--- src/core/tafs_defines.vh ---
// Purpose: shared constants for the touch ADC fast serial framing block
// Assumes: control byte arrives MSB first, start bit leading
// Notes:   bit positions index the 8-bit control register
`ifndef TAFS_DEFINES_VH
`define TAFS_DEFINES_VH

// control byte layout
`define TAFS_CTRL_LEN      4'h8
`define TAFS_CTRL_START    7
`define TAFS_CTRL_CH_HI    6
`define TAFS_CTRL_CH_LO    4
`define TAFS_CTRL_MODE     3
`define TAFS_CTRL_SERDFR   2
`define TAFS_CTRL_PD_HI    1
`define TAFS_CTRL_PD_LO    0
`define TAFS_CTRL_RESET    8'h00

// receive count at which acquisition opens (mode bit about to land)
`define TAFS_ACQ_OPEN      4'h4
// acquisition length in conversion clocks
`define TAFS_ACQ_CYCLES    4'h3

// conversion lengths in conversion clocks
`define TAFS_CONV_12       4'hC
`define TAFS_CONV_8        4'h8

// sample buffer depth
`define TAFS_FIFO_DEPTH    4

`endif

--- src/core/tafs_core.v ---
// Purpose: serial framing of a touch ADC, overlapped 15-clock schedule
// Assumes: host drives chip select, conversion clock and serial input;
//          conversion_clock is far slower than sys_clk (oversampled)
// Notes:   adc_code stands in for the analog converter core
//
// Operation
// - The next control byte may be shifted in while the current result shifts out.
// - Each 12-bit period spends 3 clocks acquiring and 12 clocks converting.
// - A 1 in the mode bit of the control byte selects 8-bit conversions.
// - An 8-bit conversion finishes four conversion clocks sooner than a 12-bit one.
// - In 8-bit mode both 12-clock transfers and overlapped 8-clock bursts work.
// - The host serial clock is the conversion clock and times every bit.
// - Chip select falling starts a transfer and enables busy and serial out.
// - The first eight clocks load the control byte, register updated bit by bit.
// - Busy rises at sampling and falls on the next conversion clock falling edge.
`timescale 1ns/100ps
`include "tafs_defines.vh"

module tafs_core #(
   parameter CODE_W = 12,
   parameter DEPTH  = `TAFS_FIFO_DEPTH
) (
   // clock and reset
   input  wire              sys_clk,
   input  wire              resetn,
   // serial pins from the host
   input  wire              cs_n,
   input  wire              conversion_clock,
   input  wire              serial_in,
   // serial pins toward the host
   output reg               serial_out_q,
   output reg               serial_oe_q,
   output reg               busy_q,
   output reg               busy_oe_q,
   // converter core
   input  wire [CODE_W-1:0] adc_code,
   output reg  [7:0]        ctrl_q,
   output reg               acquire_q,
   output reg               convert_q,
   output reg               overrun_q
);

   // conversion length for the selected resolution
   function [3:0] conv_len;
      input mode_8;
      begin
         conv_len = mode_8 ? `TAFS_CONV_8 : `TAFS_CONV_12;
      end
   endfunction

   reg  [2:0]        cs_sync_q;
   reg  [2:0]        clk_sync_q;
   reg  [1:0]        din_sync_q;
   reg  [3:0]        rx_cnt_q;
   reg  [3:0]        acq_cnt_q;
   reg  [CODE_W-1:0] shift_q;
   reg  [3:0]        bits_left_q;
   reg               pend_q;
   wire              cs_act;
   wire              cs_fall;
   wire              clk_rise;
   wire              clk_fall;
   wire              din;
   wire              launch;
   wire              fifo_in_ready;
   wire              fifo_out_valid;
   wire              fifo_pop;
   wire [CODE_W:0]   fifo_out_data;
   wire              shifter_idle;
   wire [3:0]        next_len;

   // pin synchronisers, first stage read only by the second
   always @(posedge sys_clk or negedge resetn) begin
      if (!resetn) begin
         cs_sync_q  <= 3'h7;
         clk_sync_q <= 3'h0;
         din_sync_q <= 2'h0;
      end else begin
         cs_sync_q  <= {cs_sync_q[1:0], cs_n};
         clk_sync_q <= {clk_sync_q[1:0], conversion_clock};
         din_sync_q <= {din_sync_q[0], serial_in};
      end
   end

   assign clk_rise = clk_sync_q[1] & ~clk_sync_q[2];
   assign clk_fall = ~clk_sync_q[1] & clk_sync_q[2];
   assign cs_act   = ~cs_sync_q[1];
   assign cs_fall  = ~cs_sync_q[1] & cs_sync_q[2];
   assign din      = din_sync_q[1];

   // control byte completes on the eighth rising edge
   assign launch = cs_act & clk_rise & (rx_cnt_q == `TAFS_CTRL_LEN - 4'h1);

   always @(posedge sys_clk or negedge resetn) begin
      if (!resetn) begin
         serial_oe_q <= 1'b0;
         busy_oe_q   <= 1'b0;
      end else begin
         serial_oe_q <= cs_act;
         busy_oe_q   <= cs_act;
      end
   end

   // control byte receiver, bit by bit update
   always @(posedge sys_clk or negedge resetn) begin
      if (!resetn) begin
         rx_cnt_q  <= 4'h0;
         ctrl_q    <= `TAFS_CTRL_RESET;
         overrun_q <= 1'b0;
      end else if (!cs_act) begin
         rx_cnt_q <= 4'h0;
      end else begin
         if (cs_fall) begin
            overrun_q <= 1'b0;
         end
         if (clk_rise) begin
            if (rx_cnt_q == 4'h0) begin
               // start bit honoured even while a result shifts out
               if (din) begin
                  ctrl_q[`TAFS_CTRL_START] <= 1'b1;
                  rx_cnt_q                 <= 4'h1;
               end
            end else begin
               ctrl_q[3'h7 - rx_cnt_q[2:0]] <= din;
               if (launch) begin
                  rx_cnt_q <= 4'h0;
                  // sample dropped when the buffer cannot take it
                  if (!fifo_in_ready) begin
                     overrun_q <= 1'b1;
                  end
               end else begin
                  rx_cnt_q <= rx_cnt_q + 4'h1;
               end
            end
         end
      end
   end

   // acquisition window of three clocks before sampling
   always @(posedge sys_clk or negedge resetn) begin
      if (!resetn) begin
         acquire_q <= 1'b0;
         acq_cnt_q <= 4'h0;
      end else if (!cs_act) begin
         acquire_q <= 1'b0;
         acq_cnt_q <= 4'h0;
      end else if (clk_rise) begin
         if (rx_cnt_q == `TAFS_ACQ_OPEN) begin
            acquire_q <= 1'b1;
            acq_cnt_q <= 4'h0;
         end else if (acquire_q) begin
            acq_cnt_q <= acq_cnt_q + 4'h1;
            // window closes on its third clock, the edge that samples
            if (acq_cnt_q == `TAFS_ACQ_CYCLES - 4'h1) begin
               acquire_q <= 1'b0;
            end
         end
      end
   end

   // busy from sampling
   // raised at the sampling edge even when the word waits in the buffer
   always @(posedge sys_clk or negedge resetn) begin
      if (!resetn) begin
         busy_q <= 1'b0;
      end else if (!cs_act) begin
         busy_q <= 1'b0;
      end else if (launch) begin
         busy_q <= 1'b1;
      end else if (clk_fall) begin
         busy_q <= 1'b0; // next falling edge ends it
      end
   end

   // sampled word carries its resolution bit; mode uses the bit just landing
   // on the eighth edge only for the power bits, so ctrl_q mode is final here
   tafs_fifo #(
      .WIDTH (CODE_W + 1),
      .DEPTH (DEPTH),
      .AW    (2)
   ) u_fifo (
      .sys_clk   (sys_clk),
      .resetn    (resetn),
      .in_valid  (launch),
      .in_ready  (fifo_in_ready),
      .in_data   ({ctrl_q[`TAFS_CTRL_MODE], adc_code}),
      .out_valid (fifo_out_valid),
      .out_ready (shifter_idle),
      .out_data  (fifo_out_data)
   );

   // deselect drains the buffer so no stale result leaks into the next transfer
   assign shifter_idle = ~cs_act | (~pend_q & (bits_left_q == 4'h0));
   assign fifo_pop     = fifo_out_valid & shifter_idle;
   // resolution taken from the mode bit
   assign next_len     = conv_len(fifo_out_data[CODE_W]);

   // conversion and result shifter
   always @(posedge sys_clk or negedge resetn) begin
      if (!resetn) begin
         shift_q      <= {CODE_W{1'b0}};
         bits_left_q  <= 4'h0;
         pend_q       <= 1'b0;
         convert_q    <= 1'b0;
         serial_out_q <= 1'b0;
      end else if (!cs_act) begin
         bits_left_q  <= 4'h0;
         pend_q       <= 1'b0;
         convert_q    <= 1'b0;
         serial_out_q <= 1'b0;
      end else if (fifo_pop) begin
         // conversion starts on the buffered word
         pend_q      <= 1'b1;
         convert_q   <= 1'b1;
         bits_left_q <= next_len;
         // 8-bit codes are left aligned in the shifter
         shift_q     <= fifo_out_data[CODE_W] ?
                        {fifo_out_data[CODE_W-1:CODE_W-8], {(CODE_W-8){1'b0}}} :
                        fifo_out_data[CODE_W-1:0];
      end else if (clk_fall) begin
         pend_q <= 1'b0;
         if (bits_left_q != 4'h0) begin
            serial_out_q <= shift_q[CODE_W-1];
            shift_q      <= {shift_q[CODE_W-2:0], 1'b0};
            bits_left_q  <= bits_left_q - 4'h1;
            // shorter count ends 8-bit conversions early
            if (bits_left_q == 4'h1) begin
               convert_q <= 1'b0;
            end
         end else begin
            // trailing zeros fill any longer framing
            serial_out_q <= 1'b0;
         end
      end
   end

endmodule

--- src/core/tafs_fifo.v ---
// Purpose: small sample buffer between the sampling point and the shifter
// Assumes: single clock, push and pop in the same cycle allowed
// Notes:   flip-flop storage addressed by index, honest full and empty
`timescale 1ns/100ps

module tafs_fifo #(
   parameter WIDTH = 13,
   parameter DEPTH = 4,
   parameter AW    = 2
) (
   // clock and reset
   input  wire             sys_clk,
   input  wire             resetn,
   // filling side
   input  wire             in_valid,
   output wire             in_ready,
   input  wire [WIDTH-1:0] in_data,
   // draining side
   output wire             out_valid,
   input  wire             out_ready,
   output wire [WIDTH-1:0] out_data
);

   reg [WIDTH-1:0] mem_q [0:DEPTH-1];
   reg [AW-1:0]    wr_q;
   reg [AW-1:0]    rd_q;
   reg [AW:0]      cnt_q;
   wire            push;
   wire            pop;

   // handshake terms
   assign in_ready  = (cnt_q != DEPTH[AW:0]);
   assign out_valid = (cnt_q != {(AW+1){1'b0}});
   assign out_data  = mem_q[rd_q];
   assign push      = in_valid & in_ready;
   assign pop       = out_valid & out_ready;

   // storage write
   always @(posedge sys_clk) begin
      if (push) begin
         mem_q[wr_q] <= in_data;
      end
   end

   // pointers and fill count
   always @(posedge sys_clk or negedge resetn) begin
      if (!resetn) begin
         wr_q  <= {AW{1'b0}};
         rd_q  <= {AW{1'b0}};
         cnt_q <= {(AW+1){1'b0}};
      end else begin
         if (push) begin
            wr_q <= (wr_q == DEPTH[AW-1:0] - 1'b1) ? {AW{1'b0}} : wr_q + 1'b1;
         end
         if (pop) begin
            rd_q <= (rd_q == DEPTH[AW-1:0] - 1'b1) ? {AW{1'b0}} : rd_q + 1'b1;
         end
         if (push && !pop) begin
            cnt_q <= cnt_q + 1'b1;
         end else if (pop && !push) begin
            cnt_q <= cnt_q - 1'b1;
         end
      end
   end

endmodule

--- config.mk ---
export PLATFORM = sky130hd
export DESIGN_NAME = tafs_core
export DESIGN_NICKNAME = d
export VERILOG_FILES = /design/src/core/tafs_core.v /design/src/core/tafs_fifo.v
export VERILOG_INCLUDE_DIRS = /design/src /design/src/core
export SDC_FILE = /design/constraint.sdc
export NUM_CORES = 1
export LEC_CHECK = 0
export ABC_AREA = 0
export BUFFER_PORTS_ARGS = -buffer_cell sky130_fd_sc_hd__buf_2
export CAP_MARGIN = 20
export CELL_PAD_IN_SITES_DETAIL_PLACEMENT = 0
export CELL_PAD_IN_SITES_GLOBAL_PLACEMENT = 1
export CORE_AREA = 2 2 104 106
export DETAILED_ROUTE_END_ITERATION = 8
export DIE_AREA = 0 0 106 108
export GPL_TIMING_DRIVEN = 0
export PLACE_DENSITY_LB_ADDON = 0.2
export SKIP_CTS_REPAIR_TIMING = 1
export SLEW_MARGIN = 20
export SYNTH_ARGS = -nofsm -noshare
export SYNTH_HDL_FRONTEND = slang
export SYNTH_SLANG_ARGS = --single-unit
--- constraint.sdc ---
create_clock -name sys_clk -period 4.35 [get_ports sys_clk]
set_input_delay 0 -clock sys_clk [delete_from_list [all_inputs] [get_ports sys_clk]]
set_output_delay 0 -clock sys_clk [all_outputs]
set_load 0.005 [all_outputs]
==> metrics.md <==
| Metric | Value |
|---|---|
| Top FF cell, synth | edfxtp_1 |
| DIE HEIGHT | 108 um |
| Crit Path Class | register to register |
| Post-DP HPWL | between 5000 and 6000 um |
| Max FO, Critical Path | 10 |
| Most frequent cells in the layout | edfxtp_1 (52), dfrtp_1 (51), buf_2 (33) |
| Post-synth EDFFs | 52 |
| DRT iter0 DRCs | ~130 |
| RePlAce Congestion | approximately 0.76 |
| Wl on met1 | 3980 um |
| Ys async rst share | about half |
| Slew Limit Headroom | around half |
| LEAKAGE | between 2 and 2.5 nW |
| Site Rows | 37 |
| First-pass GRT wire length | roughly 14000 um |
| Worst skew pair latency | around 0.36 ns |
| Nets | just under 400 |
| Slew @ Worst Pin | around 0.74 ns |
| Number of global-route vias before repair | roughly 2700 |
| Max-slew violations | 0 |
| #FFs+latches synth | between 100 and 150 |
| Post-route non-filler standard cell count | around 500 |
| Die Span X | 106 um |
| Wire length on met3 | approximately 260 um |
| GRT overflow | 0 |
| Most used cell, CP | nor3_1 |
| Hold Violations, Final | 0 |
| RSZ-0062 raised after global routing | no |
| F_max | roughly 350 MHz |
| Clock Sink Count | 106 |
| Post-route setup TNS | 0 ns |
| IO Pins | 32 |
| Status | complete, no violations |
| Area Overhead vs Synth | 15.0% |
| Crit Reg-Reg Startpoint | u_fifo.cnt_q[0] |
| Crit-path max cell delay | 0.55 ns |
| Clock buffers created by TritonCTS | 9 |
| Clk root buf | clkbuf_8 |
| Pre-Repair DR Iteration Count | 4 |
| CP endpoint kind | register |
| WP data required | between 4 and 5 ns |
| Post-synth top area share | 34.1% |
| Largest cells by area after synthesis | edfxtp_1 (34%), dfrtp_1 (28%), mux2_2 (6.6%) |
| DRC violations left | 0 |
| Most common cell after layout, fill and taps aside | edfxtp_1 |
| Hold crit path type | input port to asynchronous set/reset pin |
| Fin Hold WS | approximately 0.22 ns |
| Largest net degree at the start of global routing | 55 |
| Max cap viols | 0 |
| Layout cell share with drive strength beyond 1 | 28.9% |
| CP startpoint kind | register |
| Worst setup path start | u_fifo.cnt_q[0] |
| Antenna-violating nets left | 0 |
| Die ar. | 11400 um2 |
| Final min period | 2.82 ns |
| Worst R2R Setup Slack | roughly 1.5 ns |
| Avg Cell Area, Syn | around 15 um2 |
| Post-synthesis cell type count | 54 |
| Buffers added on ports | 31 |
| CTS tree | yes |
| Maximum vdd drop | 0.000144 V |
| Register area share after synthesis | 63.8% |
| GRT Util Overall | between 10% and 20% |
| Synthesized area | approximately 4600 um2 |
| Number of diodes | 0 |
| Final setup viols | 0 |
| Total wire length | just over 8000 um |
| Starting Density | around 45% |
| Clk slew on worst S/H paths | between 0.1 and 0.15 ns |
| Buf/Inv on CP | 2 |
| Synth area leader | edfxtp_1 |
| Initial antenna violation count | 0 |
| Maximum clock insertion buffer count | 2 |
| Vias per cell | around 5.3 |
| Number of cells in the design after placement | between 400 and 500 |
| Cell family with most CP delay | simple AND/OR/NAND/NOR gates |
| Critical Path Slowest Stage Cell | or4_1 |
| Routed len/inst | 16.3 um |
| Post-Syn Instances | between 300 and 400 |
| DR WL met2 | 3960 um |
| CP Data Arrival Time | 3.10 ns |
| YS warnings | 0 |
| Period utilization | around two thirds |
| Layout Skew | about 0.0096 ns |
| Core area | between 10000 and 15000 um2 |
| Worst path cell trace | nor3_1 -> a21oi_2 -> buf_4 -> nor3_1 -> inv_1 -> fa_1 -> or4_1 -> o2111ai_1 |
| Via count | 2691 |
| PD cells | around 340 nW/um2 |
| Syn_nets | 340 |
| H-tree levels | 3 |
| Top Metal Used | met4 |
## cell type report
| cell class | count | area, um2 |
|---|---|---|
| Buffer | 14 | 75.1 |
| Inverter | 11 | 41.3 |
| Clock inverter | 6 | 60.1 |
| Fill cell | 889 | 4970 |
| Sequential cell | 106 | 2920 |
| Clock buffer | 10 | 138 |
| Timing Repair Buffer | 47 | 318 |
| Multi-Input combinational cell | 180 | 1540 |
| Tap cell | 136 | 170 |
## registers in the layout (all words and copies together) (netlist names)
| name | cells |
|---|---|
| acquire_q | 1 |
| acq_cnt_q | 4 |
| convert_q | 1 |
| ctrl_q | 8 |
| serial_out_q | 1 |
| u_fifo.mem_q | 52 |
| pend_q | 1 |
| shift_q | 12 |
| bits_left_q | 4 |
| overrun_q | 1 |
| u_fifo.rd_q | 2 |
| clk_sync_q | 3 |
| din_sync_q | 2 |
| busy_oe_q | 1 |
| busy_q | 1 |
| rx_cnt_q | 4 |
| u_fifo.cnt_q | 3 |
| cs_sync_q | 3 |
| u_fifo.wr_q | 2 |
## worst reg2reg max path, stage by stage (launching register included)
cell	delay, ns
dfrtp_1	0.45
nor3_1	0.50
a21oi_2	0.12
buf_4	0.23
nor3_1	0.29
inv_1	0.09
fa_1	0.42
or4_1	0.55
o2111ai_1	0.10
## cell families (layout without fill, tap and decap cells)
logic type / after synthesis / count (layout) / share of synthesized area, %
buffers and inverters: 25 / 88 / 2.54
AND/OR/NAND/NOR: 78 / 78 / 9.35
adder cells (fa/ha/maj): 12 / 12 / 3.45
AO/OA/AOI/OAI: 42 / 42 / 6.10
XOR/XNOR: 4 / 4 / 0.766
multiplexers: 44 / 44 / 14.0
flip-flops: 106 / 106 / 63.8
## path summary, 6_finish.rpt
check                                  end  cells after the start
max reg2reg                u_fifo.cnt_q[2]                      8
min in group sys_clk         clk_sync_q[0]                      2
max in group asynchronous   u_fifo.wr_q[1]                      2
min                             shift_q[9]                      2
max                        u_fifo.cnt_q[2]                      8
min reg2reg                  din_sync_q[1]                      0
## stage by stage
stage	cell area (um2)	util, %	power [mW]	setup WS (ns)
after floorplan	4570	-	1.16	1.86
final	5260	51.4	1.78	1.53
after global routing	5260	51.4	1.86	1.33
after CTS	5100	49.8	1.80	1.50
after detailed placement	4900	47.9	1.20	1.53
after global placement	4900	47.9	1.20	1.58
## Yosys cell counts (2+ instances only)
cell type / instances
buf_4: 3
a22o_2: 2
dfstp_2: 3
nor3b_1: 2
or3b_2: 2
a22oi_1: 2
xor2_1: 3
a22o_1: 2
nor3_1: 7
nand3_1: 10
nor2_1: 12
nand2_1: 17
nand4_1: 2
and2_1: 5
and3_1: 2
clkbuf_1: 7
inv_1: 10
edfxtp_1: 52
dfrtp_1: 51
o21ai_0: 11
nand2b_1: 3
mux2i_1: 3
nor2b_1: 5
mux2_2: 27
a21oi_1: 12
ha_1: 11
buf_2: 3
mux4_2: 13
nand3b_1: 3
a2bb2oi_1: 2
## per-layer routing
layer	track usage, %	up-vias
met1	22.4	1375
met2	24.4	47
met4	5.92	0
met5	0	-
li1	-	1262
met3	2.77	7
## power by group
part	internal (mW)	switching, mW	leakage [nW]	total (mW)
logic	0.0535	0.0652	0.844	0.119
registers	1.06	0.0110	1.19	1.07
clock network	0.236	0.355	0.0938	0.591
(Power assumes the default switching activity.)
